==> src/charger_protection_pkg.sv <==
`default_nettype none
package charger_protection_pkg;

	// ---------------------------------------------------------------
	// charge option register
	// ---------------------------------------------------------------
	localparam logic [7:0] OPT_ADDR = 8'h12;
	localparam logic [15:0] OPT_RESET = 16'h6140;
	localparam int OPT_LOWQ_BIT = 15;
	localparam int OPT_WD_MSB = 14;
	localparam int OPT_WD_LSB = 13;
	localparam int OPT_SYSTEM_OVERVOLTAGE_BIT = 11;
	localparam int OPT_FREQ_MSB = 9;
	localparam int OPT_FREQ_LSB = 8;
	localparam int OPT_INPUT_OVERCURRENT_TRIP_BIT = 7;
	localparam int OPT_LSOC_BIT = 6;

	localparam logic [1:0] WD_OFF = 2'h0;
	localparam logic [1:0] WD_SHORT = 2'h1;
	localparam logic [1:0] WD_MID = 2'h2;

	// ---------------------------------------------------------------
	// timing
	// ---------------------------------------------------------------
	localparam int CLK_FREQ_MHZ = 200;
	localparam int MS_TICK_US = 1000;
	localparam int MS_TICK_CYCLES = MS_TICK_US * CLK_FREQ_MHZ;
	localparam int LS_BLANK_NS = 100;
	localparam int LS_BLANK_CYCLES = (LS_BLANK_NS * CLK_FREQ_MHZ + 999) / 1000;
	localparam int SYSTEM_OVERVOLTAGE_DEG_US = 24;
	localparam int SYSTEM_OVERVOLTAGE_DEG_CYCLES = SYSTEM_OVERVOLTAGE_DEG_US * CLK_FREQ_MHZ;
	localparam int MS_PER_S = 1000;
	localparam int WD_SHORT_S = 44;
	localparam int WD_MID_S = 88;
	localparam int WD_LONG_S = 175;
	localparam int WD_CNT_W = 18;
	localparam int INPUT_OVERCURRENT_TRIP_RELAX_MS = 300;
	localparam int FET_CHECK_MS = 20;
	localparam int SW_CNT_W = 9;
	localparam int ADAPTER_DEG_MS = 2;
	// one extra tick covers the phase of the free-running millisecond tick
	localparam int ADAPTER_DEG_TICKS = ADAPTER_DEG_MS + 1;

	typedef enum logic [2:0] {
		SW_OFF = 3'b000,
		SW_CHECK = 3'b001,
		SW_ON = 3'b010,
		SW_RELAX = 3'b011,
		SW_FAULT = 3'b100
	} sw_state_t;

endpackage
`default_nettype wire

==> src/comparator_sync.sv <==
`timescale 1ns/10ps
`default_nettype none
module comparator_sync #(
	parameter int W = 1
) (
	input wire logic clk_sys,
	input wire logic rst_n,
	input wire logic [W-1:0] raw,
	output logic [W-1:0] synced
);
	logic [W-1:0] stage1;

	always_ff @(posedge clk_sys or negedge rst_n)
	begin
		if (!rst_n)
		begin
			stage1 <= '0;
			synced <= '0;
		end
		else
		begin
			stage1 <= raw;
			synced <= stage1;
		end
	end
endmodule
`default_nettype wire

==> src/rise_deglitch.sv <==
`timescale 1ns/10ps
`default_nettype none
// rising edge must hold for COUNT enabled cycles; falling edge passes at once
module rise_deglitch #(
	parameter int COUNT = 2
) (
	input wire logic clk_sys,
	input wire logic rst_n,
	input wire logic tick_en,
	input wire logic raw,
	output logic filt
);
	localparam int CW = $clog2(COUNT + 1);
	logic [CW-1:0] cnt;
	wire done = (cnt == CW'(COUNT - 1));

	always_ff @(posedge clk_sys or negedge rst_n)
	begin
		if (!rst_n)
		begin
			cnt <= '0;
			filt <= 1'b0;
		end
		else if (!raw)
		begin
			cnt <= '0;
			filt <= 1'b0;
		end
		else if (!filt && tick_en)
		begin
			if (done)
				filt <= 1'b1;
			else
				cnt <= cnt + 1'b1;
		end
	end
endmodule
`default_nettype wire

==> src/charger_protection_supervisor.sv <==
`timescale 1ns/10ps
`default_nettype none
module charger_protection_supervisor
	import charger_protection_pkg::*;
#(
	parameter int TICK_CYCLES = MS_TICK_CYCLES,
	parameter int SYSTEM_OVERVOLTAGE_CYCLES = SYSTEM_OVERVOLTAGE_DEG_CYCLES
) (
	input wire logic clk_sys,
	input wire logic rst_n,
	input wire logic reg_wr_en,
	input wire logic [7:0] reg_addr,
	input wire logic [15:0] reg_wdata,
	output logic [15:0] reg_rd_data,
	input wire logic charge_voltage_cmd,
	input wire logic charge_current_cmd,
	input wire logic vcc_above_undervoltage_lockout,
	input wire logic adapter_detect_low,
	input wire logic adapter_detect_in,
	input wire logic battery_sense_in,
	input wire logic vcc_over_adapter_ov,
	input wire logic vcc_below_recover,
	input wire logic vcc_over_battery,
	input wire logic input_overcurrent_trip,
	input wire logic peak_overcurrent,
	input wire logic low_side_overcurrent,
	input wire logic battery_overvoltage,
	input wire logic system_overvoltage,
	input wire logic thermal_hot,
	input wire logic thermal_cool,
	input wire logic gate_voltage_low,
	input wire logic low_side_gate_drive,
	input wire logic adapter_good_in,
	output logic adapter_good_out,
	output logic adapter_good_oe,
	output logic current_sense_amp_input_en,
	output logic current_sense_amp_discharge_en,
	output logic current_monitor_valid,
	output logic low_power_mode,
	output logic charge_enable,
	output logic converter_enable,
	output logic soft_start_req,
	output logic adapter_switch_en,
	output logic reverse_block_switch_en,
	output logic battery_switch_en,
	output logic discharge_sink_en,
	output logic [1:0] freq_select,
	output logic ls_oc_high_sel,
	output logic ls_oc_arm,
	output logic sense_short_sel,
	output logic high_side_block
);
	localparam int TW = $clog2(TICK_CYCLES);
	localparam int BW = $clog2(LS_BLANK_CYCLES + 1);

	function automatic logic [WD_CNT_W-1:0] wd_period(input logic [1:0] sel);
		logic [WD_CNT_W-1:0] p;
		case (sel)
			WD_SHORT: p = WD_CNT_W'(WD_SHORT_S * MS_PER_S);
			WD_MID: p = WD_CNT_W'(WD_MID_S * MS_PER_S);
			default: p = WD_CNT_W'(WD_LONG_S * MS_PER_S);
		endcase
		return p;
	endfunction

	// ---------------------------------------------------------------
	// input synchronisation
	// ---------------------------------------------------------------
	logic [14:0] cmp_sync;
	comparator_sync #(.W(15)) u_sync (
		.clk_sys(clk_sys),
		.rst_n(rst_n),
		.raw({vcc_above_undervoltage_lockout, adapter_detect_low, adapter_detect_in, battery_sense_in,
			vcc_over_adapter_ov, vcc_below_recover, vcc_over_battery,
			input_overcurrent_trip, peak_overcurrent, low_side_overcurrent,
			battery_overvoltage, system_overvoltage, thermal_hot, thermal_cool,
			gate_voltage_low}),
		.synced(cmp_sync)
	);
	wire vcc_ok = cmp_sync[14];
	wire det_low = cmp_sync[13];
	wire det_2v4 = cmp_sync[12];
	wire bat_ok = cmp_sync[11];
	wire acov_s = cmp_sync[10];
	wire below24_s = cmp_sync[9];
	wire headroom_s = cmp_sync[8];
	wire inoc_s = cmp_sync[7];
	wire peak_s = cmp_sync[6];
	wire lsoc_s = cmp_sync[5];
	wire batov_s = cmp_sync[4];
	wire sysov_s = cmp_sync[3];
	wire hot_s = cmp_sync[2];
	wire cool_s = cmp_sync[1];
	wire gate_low_s = cmp_sync[0];

	// ---------------------------------------------------------------
	// millisecond tick and deglitch filters
	// ---------------------------------------------------------------
	logic [TW-1:0] tick_cnt;
	wire ms_tick = (tick_cnt == TW'(TICK_CYCLES - 1));
	logic adapter_present;
	logic sysov_deg;

	rise_deglitch #(.COUNT(ADAPTER_DEG_TICKS)) u_adapter_deg (
		.clk_sys(clk_sys),
		.rst_n(rst_n),
		.tick_en(ms_tick),
		.raw(det_2v4),
		.filt(adapter_present)
	);
	rise_deglitch #(.COUNT(SYSTEM_OVERVOLTAGE_CYCLES)) u_system_overvoltage_deg (
		.clk_sys(clk_sys),
		.rst_n(rst_n),
		.tick_en(1'b1),
		.raw(sysov_s),
		.filt(sysov_deg)
	);

	// ---------------------------------------------------------------
	// register access
	// ---------------------------------------------------------------
	logic [15:0] opt;
	logic system_overvoltage_latch;
	logic adapter_prev;
	wire opt_wr = reg_wr_en && (reg_addr == OPT_ADDR);
	wire [15:0] opt_view = {opt[15:12], system_overvoltage_latch, opt[10:0]};
	wire [15:0] next_rd_data = (reg_addr == OPT_ADDR) ? opt_view : 16'h0000;
	wire replug = adapter_present && !adapter_prev;
	// latch set wins over a same-cycle clear by write or replug
	wire next_system_overvoltage = sysov_deg || (system_overvoltage_latch
		&& !(opt_wr && !reg_wdata[OPT_SYSTEM_OVERVOLTAGE_BIT]) && !replug);
	wire lowq = opt[OPT_LOWQ_BIT];
	wire [1:0] wd_sel = opt[OPT_WD_MSB:OPT_WD_LSB];

	always_ff @(posedge clk_sys or negedge rst_n)
	begin
		if (!rst_n)
		begin
			opt <= OPT_RESET;
			system_overvoltage_latch <= 1'b0;
			adapter_prev <= 1'b0;
			tick_cnt <= '0;
		end
		else
		begin
			if (opt_wr)
				opt <= reg_wdata;
			system_overvoltage_latch <= next_system_overvoltage;
			adapter_prev <= adapter_present;
			tick_cnt <= ms_tick ? '0 : tick_cnt + 1'b1;
		end
	end

	// ---------------------------------------------------------------
	// watchdog
	// ---------------------------------------------------------------
	logic [WD_CNT_W-1:0] wd_cnt;
	logic wd_expired;
	wire wd_kick = charge_voltage_cmd || charge_current_cmd;
	wire wd_off_wr = opt_wr && (reg_wdata[OPT_WD_MSB:OPT_WD_LSB] == WD_OFF);
	wire wd_hit = (wd_sel != WD_OFF) && (wd_cnt >= wd_period(wd_sel));

	always_ff @(posedge clk_sys or negedge rst_n)
	begin
		if (!rst_n)
		begin
			wd_cnt <= '0;
			wd_expired <= 1'b0;
		end
		else if (wd_kick || wd_off_wr || wd_sel == WD_OFF)
		begin
			wd_cnt <= '0;
			wd_expired <= 1'b0;
		end
		else if (wd_hit)
			wd_expired <= 1'b1;
		else if (ms_tick)
			wd_cnt <= wd_cnt + 1'b1;
	end

	// ---------------------------------------------------------------
	// input switch sequencing
	// ---------------------------------------------------------------
	sw_state_t sw_state, next_state;
	logic [SW_CNT_W-1:0] sw_cnt;
	logic adapter_overvoltage;
	wire next_adapter_overvoltage = acov_s || (adapter_overvoltage && !(below24_s && det_2v4));
	wire adapter_ok = adapter_present && !adapter_overvoltage && !system_overvoltage_latch;
	wire input_overcurrent_trip_trip = opt[OPT_INPUT_OVERCURRENT_TRIP_BIT] && inoc_s;
	wire check_done = ms_tick && (sw_cnt == SW_CNT_W'(FET_CHECK_MS - 1));
	wire relax_done = ms_tick && (sw_cnt == SW_CNT_W'(INPUT_OVERCURRENT_TRIP_RELAX_MS - 1));
	wire sw_on = (sw_state == SW_CHECK) || (sw_state == SW_ON);

	always_comb
	begin
		next_state = sw_state;
		case (sw_state)
			SW_OFF:
				if (adapter_ok)
					next_state = SW_CHECK;
			SW_CHECK:
				if (!adapter_ok)
					next_state = SW_OFF;
				else if (input_overcurrent_trip_trip)
					next_state = SW_RELAX;
				else if (check_done)
					next_state = gate_low_s ? SW_FAULT : SW_ON;
			SW_ON:
				if (!adapter_ok)
					next_state = SW_OFF;
				else if (input_overcurrent_trip_trip)
					next_state = SW_RELAX;
			SW_RELAX:
				if (relax_done)
					next_state = SW_OFF;
			SW_FAULT:
				if (!adapter_present)
					next_state = SW_OFF;
			default:
				next_state = SW_OFF;
		endcase
	end

	always_ff @(posedge clk_sys or negedge rst_n)
	begin
		if (!rst_n)
		begin
			sw_state <= SW_OFF;
			sw_cnt <= '0;
			adapter_overvoltage <= 1'b0;
		end
		else
		begin
			sw_state <= next_state;
			adapter_overvoltage <= next_adapter_overvoltage;
			if (next_state != sw_state)
				sw_cnt <= '0;
			else if (ms_tick)
				sw_cnt <= sw_cnt + 1'b1;
		end
	end

	// ---------------------------------------------------------------
	// converter protection and low-side blanking
	// ---------------------------------------------------------------
	logic thermal_off;
	logic [BW-1:0] ls_cnt;
	wire ls_armed = low_side_gate_drive && (ls_cnt == BW'(LS_BLANK_CYCLES));
	wire next_thermal = hot_s || (thermal_off && !cool_s);

	always_ff @(posedge clk_sys or negedge rst_n)
	begin
		if (!rst_n)
		begin
			thermal_off <= 1'b0;
			ls_cnt <= '0;
		end
		else
		begin
			thermal_off <= next_thermal;
			if (!low_side_gate_drive)
				ls_cnt <= '0;
			else if (!ls_armed)
				ls_cnt <= ls_cnt + 1'b1;
		end
	end

	// ---------------------------------------------------------------
	// output decode
	// ---------------------------------------------------------------
	wire in_csa = !lowq && vcc_ok && det_low;
	wire dis_csa = !lowq && bat_ok;
	wire next_low_power = lowq && bat_ok && !(vcc_ok && det_low);
	wire next_charge = sw_on && !wd_expired && !thermal_off && !adapter_overvoltage;
	wire next_good = vcc_ok && !adapter_overvoltage && adapter_present && headroom_s;
	wire next_hs_block = peak_s || (ls_armed && lsoc_s);

	always_ff @(posedge clk_sys or negedge rst_n)
	begin
		if (!rst_n)
		begin
			reg_rd_data <= 16'h0000;
			adapter_good_out <= 1'b0;
			adapter_good_oe <= 1'b1;
			current_sense_amp_input_en <= 1'b0;
			current_sense_amp_discharge_en <= 1'b0;
			current_monitor_valid <= 1'b0;
			low_power_mode <= 1'b0;
			charge_enable <= 1'b0;
			converter_enable <= 1'b0;
			soft_start_req <= 1'b0;
			adapter_switch_en <= 1'b0;
			reverse_block_switch_en <= 1'b0;
			battery_switch_en <= 1'b0;
			discharge_sink_en <= 1'b0;
			freq_select <= OPT_RESET[OPT_FREQ_MSB:OPT_FREQ_LSB];
			ls_oc_high_sel <= OPT_RESET[OPT_LSOC_BIT];
			ls_oc_arm <= 1'b0;
			sense_short_sel <= 1'b0;
			high_side_block <= 1'b0;
		end
		else
		begin
			reg_rd_data <= next_rd_data;
			adapter_good_out <= 1'b0;
			adapter_good_oe <= !next_good;
			current_sense_amp_input_en <= in_csa;
			current_sense_amp_discharge_en <= dis_csa;
			current_monitor_valid <= in_csa || dis_csa;
			low_power_mode <= next_low_power;
			charge_enable <= next_charge;
			converter_enable <= !system_overvoltage_latch && !thermal_off;
			soft_start_req <= thermal_off && !next_thermal;
			adapter_switch_en <= (next_state == SW_CHECK) || (next_state == SW_ON);
			reverse_block_switch_en <= (next_state == SW_CHECK) || (next_state == SW_ON);
			battery_switch_en <= !batov_s;
			discharge_sink_en <= batov_s;
			freq_select <= opt[OPT_FREQ_MSB:OPT_FREQ_LSB];
			ls_oc_high_sel <= opt[OPT_LSOC_BIT];
			ls_oc_arm <= ls_armed;
			sense_short_sel <= low_side_gate_drive && !ls_armed;
			high_side_block <= next_hs_block;
		end
	end
endmodule
`default_nettype wire

==> config.mk <==
export PLATFORM = sky130hd
export DESIGN_NAME = charger_protection_supervisor
export DESIGN_NICKNAME = d
export VERILOG_FILES = /design/src/charger_protection_pkg.sv /design/src/comparator_sync.sv /design/src/rise_deglitch.sv /design/src/charger_protection_supervisor.sv
export SDC_FILE = /design/constraint.sdc
export NUM_CORES = 1
export LEC_CHECK = 0
export BUFFER_PORTS_ARGS = -buffer_cell sky130_fd_sc_hd__buf_4
export CAP_MARGIN = 20
export CORE_UTILIZATION = 45
export DETAILED_ROUTE_END_ITERATION = 10
export MAX_ROUTING_LAYER = met4
export PLACE_DENSITY = 0.71
export SETUP_SLACK_MARGIN = 0.1
export SYNTH_ARGS = -nofsm -noshare
export SYNTH_HDL_FRONTEND = slang
export SYNTH_HIERARCHICAL = 1
export SYNTH_SLANG_ARGS = --single-unit
==> constraint.sdc <==
create_clock -name clk_sys -period 8.1 [get_ports clk_sys]
set_input_delay 1.62 -clock clk_sys [delete_from_list [all_inputs] [get_ports clk_sys]]
set_output_delay 1.62 -clock clk_sys [all_outputs]
set_load 0.1 [all_outputs]
==> flow_summary_export.csv, run 1 <==
group,metric,value,unit
pwr,p_switching,387,uW
floorplan,fp.dieW,125,um
synthesis,synth.area.top_cells,"dfrtp_1 53%, ha_1 4.2%, dfstp_2 2.7%, xnor2_1 2.6%, nand2_1 2.5%",
worst_setup_path,slowest_delay,0.62,ns
final_layout,antenna_cells,0,
sta,tns,0,ns
synthesis,syn_area_per_cell,11.6,sq um
sta,finalHoldViolCount,0,
sta,finalCriticalPeriod,3.57,ns
sta,slew_violations,0,
pwr,p_sw_share,23.1,%
synthesis,ys.flop_type,"dfrtp_1",
worst_setup_path,cp-start-kind,"input pin",
synthesis,yosys_warnings,6,
final_layout,drive_above_1_share,22.9,%
synthesis,async_flop_share,100,%
sta,setup_viol,0,
floorplan,die-area,0.0157,sq mm
routing,antenna_left,0,
job,maxCapViolations,0,
synthesis,syn_inst,590,
routing,wl_per_cell,14.4,um
clocking,clkTransAtPathRegs,0.06,ns
grt,grt_pass1_wl,22.1,mm
clocking,ctsRootBufferMaster,"clkbuf_16",
worst_setup_path,cp_data_required_time,8.40,ns
clocking,cts_setup_buffers,0,
clocking,cts_hold_buf,0,
worst_setup_path,crit_path_end_kind,"register",
routing,vias,4697,
floorplan,fp.dieH,125,um
grt,track_usage,18.4,%
grt,grt_max_degree,80,
synthesis,synthDominantCellAreaShare,53.4,%
routing,drt-pass1-iter-count,11,
synthesis,yosysMostFrequentCell,"dfrtp_1",
clocking,cts_tree,"yes",
pwr,p_seq_share,47.4,%
pwr,internal_power,1.29,mW
hold_path,holdCritPathClass,"reg -> reg",
placed_design,dp_hpwl,8.68,mm
run_status,status,"complete, but fails checks",
placed_design,portBuffers,78,
sta,skew,0.00702,ns
floorplan,ios,81,
placed_design,gp_congestion,0.819,
synthesis,ys_ff_latch,153,
final_layout,area_delta_synth_final,19.6,%
synthesis,synth.distinct_cells,74,
clocking,htreeDepth,4,
worst_setup_path,critical_path_class,"in -> reg",
clocking,cts_made_buffers,17,
floorplan,initial_utilization,46.6,%
floorplan,rows,44,
grt,grt_overflow,0,
final_layout,num-fill-cells,1197,
sta,fmax,280,MHz
sta,worst_pin_slew,0.950,ns
routing,viasPerCell,5.37,
clocking,clk_path_buf_depth,2,
final_layout,design_area,0.00818,sq mm
pwr,irDropWorstVdd,139,uV
routing,drt_iter0_markers,254,
final_layout,nets,746,
synthesis,syn_area,0.00684,sq mm
worst_setup_path,cp_data_arrival_time,3.87,ns
sta,post-route-period-util,44.1,%
synthesis,synth_seq_area_share,56.1,%
worst_setup_path,critPathMaxFanout,22,
sta,rsz0062_at_grt,"false",
routing,wl,12.6,mm
synthesis,yosysTopAreaCell,"dfrtp_1",
final_layout,fin_util,55.7,%
worst_setup_path,crit_slowest_cell,"o31a_1",
run_status,violations,"DRC",
routing,remaining_drc_errors,8,
pwr,pwr-share-clk,47.2,%
synthesis,synth_common_cells,"146 x dfrtp_1, 46 x nand2_1, 46 x nor2_1, 24 x inv_1, 23 x ha_1",
pwr,pwr_density_cell,204,mW/mm^2
placed_design,place_area,0.00757,sq mm
grt,antenna_found_initial,0,
clocking,clk_latency,0.43,ns
pwr,power.leakage,3.77,nW
worst_setup_path,path_cells,"buf_4, nor4b_1, and4b_1, nand2_2, o31a_1, nand2b_1, mux2i_1",
synthesis,synth_edf_count,0,
floorplan,coreArea,0.0147,sq mm
pwr,finalPower,1.67,mW
grt,first_global_vias,4683,
pwr,combPwrFrac,5.4,%
clocking,clkSinkCount,153,
clocking,post_cts_resized,0,
sta,max-slew-margin-rel,36.7,%
==> routing by layer <==
| metal | share of wire (%) | track usage, % | vias up |
|---|---|---|---|
| li1 | - | - | 2249 |
| met1 | 44 | 22.4 | 2319 |
| met2 | 50 | 29.1 | 110 |
| met3 | 4.0 | 4.71 | 19 |
| met4 | 1.9 | 7.75 | 0 |
| met5 | 0 | - | - |
==> power by group through the flow <==
stage | combinational (mW) | sequential (mW) | clock [mW]
floorplan | 0.0249 | 0.828 | 0
detailed placement | 0.0921 | 0.807 | 0
global placement | 0.0897 | 0.806 | 0
global route | 0.0997 | 0.795 | 0.845
CTS | 0.0925 | 0.793 | 0.808
finish | 0.0907 | 0.793 | 0.790
==> layout by cell type, fill, tap and decap left out, types with 4 or more instances in the layout <==
| master | instances |
|---|---|
| nor4_1 | 5 |
| o211ai_1 | 10 |
| and3_1 | 8 |
| nand4_1 | 16 |
| nand4b_1 | 5 |
| mux2_2 | 15 |
| xor2_1 | 16 |
| buf_4 | 79 |
| mux2i_1 | 14 |
| dfrtp_1 | 146 |
| xnor2_1 | 20 |
| nand2_1 | 46 |
| or4_1 | 12 |
| nor2_1 | 46 |
| nor3_1 | 16 |
| conb_1 | 6 |
| nor2b_1 | 4 |
| clkbuf_16 | 17 |
| nor3b_1 | 4 |
| dfstp_2 | 7 |
| a21oi_1 | 12 |
| o21ai_0 | 4 |
| nand2b_1 | 15 |
| nand3_1 | 21 |
| and2_1 | 20 |
| ha_1 | 23 |
| inv_1 | 24 |
==> through the flow <==
| step | instances | worst slack (ns) | hold WS, ns |
|---|---|---|---|
| floorplan | 594 | 4.89 | 0.331 |
| global placement | 841 | 4.10 | 0.333 |
| detailed placement | 841 | 3.99 | 0.335 |
| CTS | 873 | 4.46 | 0.349 |
| global route | 874 | 4.31 | 0.357 |
| finish | 874 | 4.53 | 0.348 |
==> flip-flops by register name, indices dropped and copies added, names as in the netlist, 2 cells and up <==
name                          flops
u_sync/stage1                    15
ls_cnt                            5
tick_cnt                         18
opt                              15
freq_select                       2
reg_rd_data                      16
sw_state                          3
u_sync/synced                    15
sw_cnt                            9
u_adapter_deg/cnt                 2
wd_cnt                           18
u_system_overvoltage_deg/cnt     13
==> worst max-delay path: cells and delay by family <==
kind	cells	cell delay, ns
buffers and inverters	1	0.11
muxes	1	0.09
AOI/OAI and AO/OA	1	0.62
and+or+nand+nor	4	1.42
==> final timing paths <==
check | cells after the start | slack (ns) | endpoint | startpoint
worst max register to register | 11 | 5.07 | wd_cnt[8] | opt[13]
max in group asynchronous | 2 | 5.44 | wd_cnt[14] | rst_n
worst max-delay path | 7 | 4.53 | wd_cnt[16] | reg_addr[5]
worst min-delay path | 0 | 0.35 | u_sync/synced[11] | u_sync/stage1[11]
worst min register to register | 0 | 0.35 | u_sync/synced[11] | u_sync/stage1[11]
min in group asynchronous | 1 | 1.20 | wd_cnt[2] | rst_n
==> logic make-up (layout without fill, tap and decap cells) <==
kind of cell    count (synthesis)  in the layout  synth area share, %
xor+xnor                       36             36                 4.61
mux                            29             29                 4.52
flops                         153            153                 56.1
other cells                     2              6                0.110
compound gates                 54             54                 5.92
fa+ha+maj                      24             24                 4.35
simple gates                  250            250                 21.3
buf+inv                        42            138                 3.13
==> cell type report <==
cell class              instances  area [sq um]  share of cell area [%]
clock buffers                  20           457                    5.58
inverters                      25          93.8                    1.15
clock inverters                12           140                    1.71
flip-flops and latches        153          3840                    46.9
repair buffers                 81           619                    7.57
well taps                     184           230                    2.81
multi-input cells             399          2810                    34.3
Power figures use the tool's default switching activity.
==> run 2, diff against run 1 <==
--- a/config.mk
+++ b/config.mk
@@ -5,12 +5,13 @@
 export SDC_FILE = /design/constraint.sdc
 export NUM_CORES = 1
 export LEC_CHECK = 0
+export ABC_AREA = 1
 export BUFFER_PORTS_ARGS = -buffer_cell sky130_fd_sc_hd__buf_4
 export CAP_MARGIN = 20
 export CORE_UTILIZATION = 45
 export DETAILED_ROUTE_END_ITERATION = 10
 export MAX_ROUTING_LAYER = met4
-export PLACE_DENSITY = 0.71
+export PLACE_DENSITY = 0.73
 export SETUP_SLACK_MARGIN = 0.1
 export SYNTH_ARGS = -nofsm -noshare
 export SYNTH_HDL_FRONTEND = slang
==> constraint.sdc (replaced) <==
create_clock -name clk_sys -period 2.9 [get_ports clk_sys]
set_input_delay 0.58 -clock clk_sys [delete_from_list [all_inputs] [get_ports clk_sys]]
set_output_delay 0.58 -clock clk_sys [all_outputs]
set_load 0.1 [all_outputs]
==> flow_summary_export.csv, run 2 <==
group,metric,value,unit
sta,fmax,385,MHz
grt,grt_max_degree,80,
sta,slew_violations,0,
worst_setup_path,crit_path_end_kind,"register",
pwr,power.leakage,4.35,nW
clocking,clkTransAtPathRegs,0.06,ns
pwr,p_sw_share,25.4,%
sta,rsz0062_at_grt,"false",
hold_path,holdCritPathClass,"in -> async",
worst_setup_path,timing.rr.start,"opt[13]",
synthesis,synth_common_cells,"162 x nand2_1, 146 x dfrtp_1, 108 x inv_1, 91 x nor2_1, 65 x nand3_1",
placed_design,dp.cells,1111,
final_layout,drive_above_1_share,20.2,%
pwr,p_switching,1.17,mW
placed_design,place_area,0.00826,sq mm
final_layout,design_area,0.00884,sq mm
placed_design,portBuffers,78,
routing,drt-pass1-iter-count,5,
grt,grt_overflow,0,
grt,first_global_vias,5259,
final_layout,area_delta_synth_final,19.1,%
routing,drt_iter0_markers,388,
floorplan,coreArea,0.0160,sq mm
synthesis,async_flop_share,100,%
job,maxCapViolations,0,
clocking,clk_latency,0.42,ns
synthesis,syn_area,0.00742,sq mm
pwr,combPwrFrac,7.0,%
final_layout,fin_util,55.2,%
synthesis,syn_inst,822,
sta,tns,0,ns
worst_setup_path,cp_data_required_time,3.26,ns
final_layout,most-common-layout-cells,"160 x nand2_1, 146 x dfrtp_1, 108 x inv_1",
floorplan,fp.dieW,130,um
worst_setup_path,critPathMaxFanout,11,
clocking,clkSinkCount,153,
floorplan,die-area,0.0170,sq mm
synthesis,ys.flop_type,"dfrtp_1",
worst_setup_path,cp-start-kind,"register",
clocking,cts_made_buffers,17,
worst_setup_path,r2r_end,"wd_cnt[4]",
synthesis,synth_nets,891,
routing,antenna_left,0,
sta,finalCriticalPeriod,2.59,ns
worst_setup_path,crit_path_frequent_cell,"nand2_1",
final_layout,finalNonFillerCells,1144,
synthesis,syn_area_per_cell,9.03,sq um
worst_setup_path,cp_data_arrival_time,2.95,ns
final_layout,antenna_cells,0,
run_status,status,"complete, no violations",
synthesis,synth.area.top_cells,"dfrtp_1 49%, nand2_1 8.2%, inv_1 5.5%, nor2_1 4.6%, nand3_1 4.4%",
grt,antenna_found_initial,0,
routing,wl,14.4,mm
pwr,finalPower,4.60,mW
clocking,ctsRootBufferMaster,"clkbuf_16",
final_layout,final_common_cell,"nand2_1",
clocking,cts_setup_buffers,0,
clocking,clk_path_buf_depth,2,
routing,wl_per_cell,12.6,um
sta,finalHoldViolCount,0,
worst_setup_path,path_cells,"inv_1, ha_1, inv_1, nand2_1, nor2_1, nand3_4, nand2_4, nand2_1, nand2_1",
pwr,internal_power,3.43,mW
worst_setup_path,reg2reg_depth,9,
final_layout,nets,984,
clocking,htreeDepth,4,
placed_design,gp_congestion,0.931,
sta,fin_ws,0.305,ns
clocking,cts_tree,"yes",
synthesis,synth_edf_count,0,
placed_design,dp_hpwl,10.2,mm
clocking,cts_hold_buf,0,
routing,vias,5534,
floorplan,ios,81,
sta,post-route-period-util,89.5,%
pwr,pwr_density_cell,521,mW/mm^2
synthesis,synth_seq_area_share,51.7,%
synthesis,ys_ff_latch,153,
grt,track_usage,18.7,%
sta,worst_pin_slew,1.02,ns
worst_setup_path,crit_slowest_cell,"nor2_1",
synthesis,yosys_warnings,6,
worst_setup_path,critical_path_class,"reg -> reg",
floorplan,fp.dieH,130,um
sta,skew,0.00893,ns
routing,viasPerCell,4.84,
final_layout,largest_registers,"tick_cnt: 18 flops, wd_cnt: 18 flops, reg_rd_data: 16 flops",
worst_setup_path,r2r_setup_slack,0.31,ns
sta,setup_viol,0,
routing,remaining_drc_errors,0,
synthesis,synth.distinct_cells,46,
pwr,pwr-share-clk,44.5,%
sta,max-slew-margin-rel,31.5,%
floorplan,initial_utilization,46.4,%
placed_design,pre_cts_ws,0.209,ns
pwr,irDropWorstVdd,399,uV
synthesis,synthDominantCellAreaShare,49.2,%
synthesis,yosysTopAreaCell,"dfrtp_1",
floorplan,rows,46,
pwr,p_seq_share,48.4,%
grt,grt_pass1_wl,24.0,mm
sta,whs,0.199,ns
worst_setup_path,slowest_delay,0.78,ns
synthesis,yosysMostFrequentCell,"nand2_1",
run 2: changes by cell type after synthesis, sizes merged, moves of 15 or more:
cell	delta
inv	+89
and2	-21
mux2	-15
nand3	+56
nand2	+127
o21ai	+37
nand2b	-15
nor2	+57
run 2: final cells by class:
type,instances,area (sq um)
inverters,113,424
well taps,216,270
repair buffers,85,654
flip-flops and latches,153,3840
fillers,1421,7160
clock buffers,19,443
clock inverters,13,110
multi-input cells,545,3100
run 2: cells by family after synthesis:
kind of cell               synth area share [%]
DFF                                        51.7
other                                     0.101
muxes                                     0.135
adders and majority gates                  3.88
AOI/OAI and AO/OA                          5.46
xor gates and xnor gates                   3.77
buffers and inverters                      6.94
and+or+nand+nor                            28.0
run 2: critical path: cells and delay by family (launching register included):
family                     cells  cell delay [ns]
and+or+nand+nor                6             1.58
buffers and inverters          2             0.21
DFF                            1             0.54
adders and majority gates      1             0.19
run 2: worst max-delay path by stage:
stage | from | endpoint | slack, ns | depth (start not counted)
2_1_floorplan | opt[13] | wd_cnt[0] | 0.61 | 11
3_3_place_gp | reg_addr[1] | wd_cnt[16] | 0.26 | 12
3_5_place_dp | reg_addr[1] | wd_cnt[16] | 0.21 | 12
4_1_cts | opt[13] | wd_cnt[8] | 0.26 | 11
5_1_grt | opt[13] | wd_cnt[14] | 0.11 | 11
6_report | opt[13] | wd_cnt[4] | 0.31 | 9
run 2: layer usage:
metal / vias to the layer above / share of wire, % / global-route usage, %
li1: 2821 / - / -
met1: 2612 / 46 / 23.5
met2: 88 / 50 / 29.5
met3: 13 / 3.0 / 3.71
met4: 0 / 1.5 / 8.11
met5: - / 0 / -
run 2: power by group through the flow:
stage	clock (mW)	sequential [mW]	combinational, mW
after floorplan	0	2.34	0.114
after global routing	2.18	2.24	0.360
after detailed placement	0	2.27	0.326
final	2.05	2.23	0.324
after CTS	2.10	2.23	0.328
after global placement	0	2.27	0.317
run 2: repair_timing:
item	4_1_cts	5_1_grt
resized for setup	0	5
hold endpoints to repair	0	0
endpoints found under the setup margin	0	18
==> run 3, diff against run 2 <==
--- a/config.mk
+++ b/config.mk
@@ -6,14 +6,14 @@
 export NUM_CORES = 1
 export LEC_CHECK = 0
 export ABC_AREA = 1
-export BUFFER_PORTS_ARGS = -buffer_cell sky130_fd_sc_hd__buf_4
+export BUFFER_PORTS_ARGS = -buffer_cell sky130_fd_sc_hd__clkbuf_2
 export CAP_MARGIN = 20
 export CORE_UTILIZATION = 45
 export DETAILED_ROUTE_END_ITERATION = 10
 export MAX_ROUTING_LAYER = met4
-export PLACE_DENSITY = 0.73
+export PLACE_DENSITY = 0.74
 export SETUP_SLACK_MARGIN = 0.1
+export SLEW_MARGIN = 20
 export SYNTH_ARGS = -nofsm -noshare
 export SYNTH_HDL_FRONTEND = slang
-export SYNTH_HIERARCHICAL = 1
 export SYNTH_SLANG_ARGS = --single-unit
==> flow_summary_export.csv, run 3 <==
group,metric,value,unit
run_status,status,"complete, no violations",
sta,tns,0,ns
synthesis,synth_common_cells,"146 x dfrtp_1, 130 x nand2_1, 105 x inv_1, 71 x nor2_1, 43 x o21ai_0",
routing,wl_per_cell,12.5,um
final_layout,drive_above_1_share,19.5,%
routing,drt_iter0_markers,350,
pwr,pwr_density_cell,576,mW/mm^2
placed_design,dp_hpwl,9.15,mm
clocking,cts_made_buffers,17,
pwr,irDropWorstVdd,453,uV
final_layout,antenna_cells,0,
floorplan,coreArea,0.0148,sq mm
clocking,clk_path_buf_depth,2,
job,maxCapViolations,0,
floorplan,rows,44,
clocking,clkSinkCount,153,
floorplan,die-area,0.0159,sq mm
synthesis,synth_top_family_by_area,"simple AND/OR/NAND/NOR gates",
worst_setup_path,crit_path_frequent_cell,"inv_1",
routing,drt-pass1-iter-count,4,
worst_setup_path,cp-start-kind,"register",
routing,antenna_left,0,
routing,wl,12.9,mm
sta,fmax,391,MHz
worst_setup_path,critPathMaxFanout,13,
synthesis,synth_compound_area_share,8.81,%
synthesis,synth_seq_area_share,55.4,%
synthesis,synthDominantCellAreaShare,52.7,%
clocking,clkTransAtPathRegs,0.07,ns
final_layout,area_delta_synth_final,17.7,%
synthesis,synth.area.top_cells,"dfrtp_1 53%, nand2_1 7.0%, inv_1 5.7%, ha_1 4.2%, nor2_1 3.8%",
grt,grt_overflow,0,
worst_setup_path,slowest_delay,0.53,ns
synthesis,synth_edf_count,0,
worst_setup_path,cp_data_required_time,3.22,ns
worst_setup_path,reg2reg_depth,14,
worst_setup_path,crit_slowest_cell,"dfstp_2",
synthesis,synth_nets,810,
clocking,ctsRootBufferMaster,"clkbuf_16",
final_layout,most-common-layout-cells,"146 x dfrtp_1, 129 x nand2_1, 105 x inv_1",
clocking,htreeDepth,4,
clocking,cts_hold_buf,0,
synthesis,syn_inst,741,
hold_path,holdCritPathClass,"in -> async",
routing,vias,5136,
final_layout,largest_registers,"tick_cnt: 18 flops, wd_cnt: 18 flops, reg_rd_data: 16 flops",
pwr,power.leakage,4.11,nW
synthesis,muxShareOfSynthArea,0.144,%
synthesis,syn_area_per_cell,9.35,sq um
sta,skew,0.00792,ns
sta,slew_violations,0,
synthesis,syn_area,0.00693,sq mm
final_layout,final_common_cell,"dfrtp_1",
synthesis,yosys.area_share.simple,20.9,%
floorplan,ios,81,
final_layout,finalNonFillerCells,1030,
worst_setup_path,path_cells,"inv_1, ha_1, inv_1, ha_1, nand2_1, inv_1, o21ai_0, nand2_1, a21oi_1, nand3_2, nand2_4, nand2_2, o21ai_0, a21oi_1",
floorplan,fp.dieH,126,um
synthesis,yosysTopAreaCell,"dfrtp_1",
worst_setup_path,crit_path_end_kind,"register",
synthesis,yosysMostFrequentCell,"dfrtp_1",
final_layout,nets,902,
worst_setup_path,cp_data_arrival_time,2.87,ns
final_layout,fin_util,55.3,%
synthesis,synthXorXnorAreaFrac,3.54,%
final_layout,num-fill-cells,1299,
synthesis,async_flop_share,100,%
grt,antenna_found_initial,0,
routing,viasPerCell,4.99,
sta,setup_viol,0,
floorplan,fp.dieW,126,um
sta,finalCriticalPeriod,2.55,ns
synthesis,yosys_warnings,0,
sta,worst_pin_slew,0.577,ns
placed_design,portBuffers,78,
sta,finalHoldViolCount,0,
synthesis,synth.distinct_cells,47,
grt,first_global_vias,4804,
synthesis,ys.flop_type,"dfrtp_1",
routing,remaining_drc_errors,0,
synthesis,ys_ff_latch,153,
sta,post-route-period-util,88.1,%
synthesis,synth_fa_ha_area_share,4.15,%
sta,max-slew-margin-rel,61.5,%
sta,rsz0062_at_grt,"true",
worst_setup_path,critical_path_class,"reg -> reg",
floorplan,initial_utilization,47.0,%
clocking,clk_latency,0.43,ns
placed_design,gp_congestion,0.869,
placed_design,dp.cells,997,
grt,grt_pass1_wl,22.2,mm
clocking,cts_tree,"yes",
grt,track_usage,18.4,%
grt,grt_max_degree,64,
## run 3: changes by cell type after synthesis, sizes merged, moves of 3 or more
| cell | delta |
|---|---|
| a31oi | +5 |
| buf | +3 |
| inv | -5 |
| nand2 | -37 |
| nand3 | -32 |
| nand4 | -8 |
| nor2 | -21 |
| nor3 | -5 |
| o21ai | +8 |
| o31ai | +11 |
| xor2 | -4 |
## run 3: metal layers
layer / vias to the layer above / track usage, % / wire length [um]
met5: - / - / 0
met4: 0 / 7.02 / 173
met3: 15 / 4.63 / 408
met2: 85 / 28.8 / 6360
met1: 2447 / 22.9 / 5980
li1: 2589 / - / -
## run 3: stage by stage
| step | power (mW) | area, sq um | setup WS (ns) | hold WS (ns) |
|---|---|---|---|---|
| 2_1_floorplan | 2.45 | 6930 | 0.596 | 0.284 |
| 3_3_place_gp | 2.56 | 7550 | 0.265 | 0.332 |
| 3_5_place_dp | 2.57 | 7550 | 0.217 | 0.335 |
| 4_1_cts | 4.76 | 8150 | 0.200 | 0.132 |
| 5_1_grt | 4.89 | 8160 | 0.0863 | 0.157 |
| 6_report | 4.70 | 8160 | 0.345 | 0.120 |
## run 3: cells by family (layout without fill, tap and decap cells)
logic type | Yosys count | in the layout
compound gates | 102 | 102
xor+xnor | 28 | 28
fa+ha+maj | 23 | 23
buf+inv | 123 | 228
flops | 153 | 153
mux | 1 | 1
other cells | 1 | 1
simple gates | 310 | 310
## run 3: critical path, delay by kind of cell (launching register included)
| family | cells | cell delay, ns |
|---|---|---|
| simple gates | 5 | 0.62 |
| buf+inv | 3 | 0.29 |
| fa+ha+maj | 2 | 0.50 |
| flops | 1 | 0.53 |
| compound gates | 4 | 0.50 |
## run 3: report_power, final
part | switching (mW) | total [mW] | internal (mW)
clock | 1.01 | 2.17 | 1.16
sequential | 0.0321 | 2.23 | 2.20
combinational | 0.210 | 0.287 | 0.0776
## run 3: final cells by class
type | instances | area [sq um] | area share, %
clock buffer | 17 | 425 | 5.21
clock inverter | 15 | 171 | 2.10
inverter | 109 | 409 | 5.01
multi-input combinational | 465 | 2610 | 32.0
sequential | 153 | 3840 | 47.0
tap | 184 | 230 | 2.82
timing repair buffer | 87 | 477 | 5.84
## run 3: repair_timing
action | in CTS | in global routing
endpoints found under the setup margin | 0 | 14
setup buffers | 0 | 1
resized for setup | 0 | 1
## run 3: path summary, 6_finish.rpt
check	endpoint	start	slack [ns]
worst max register to register	wd_cnt[2]	opt[13]	0.35
min in group clk_sys	u_sync.stage1[13]	adapter_detect_low	0.25
worst min register to register	u_sync.synced[12]	u_sync.stage1[12]	0.35
max in group asynchronous	opt[0]	rst_n	2.06
worst max-delay path	wd_cnt[2]	opt[13]	0.35
worst min-delay path	tick_cnt[11]	rst_n	0.12
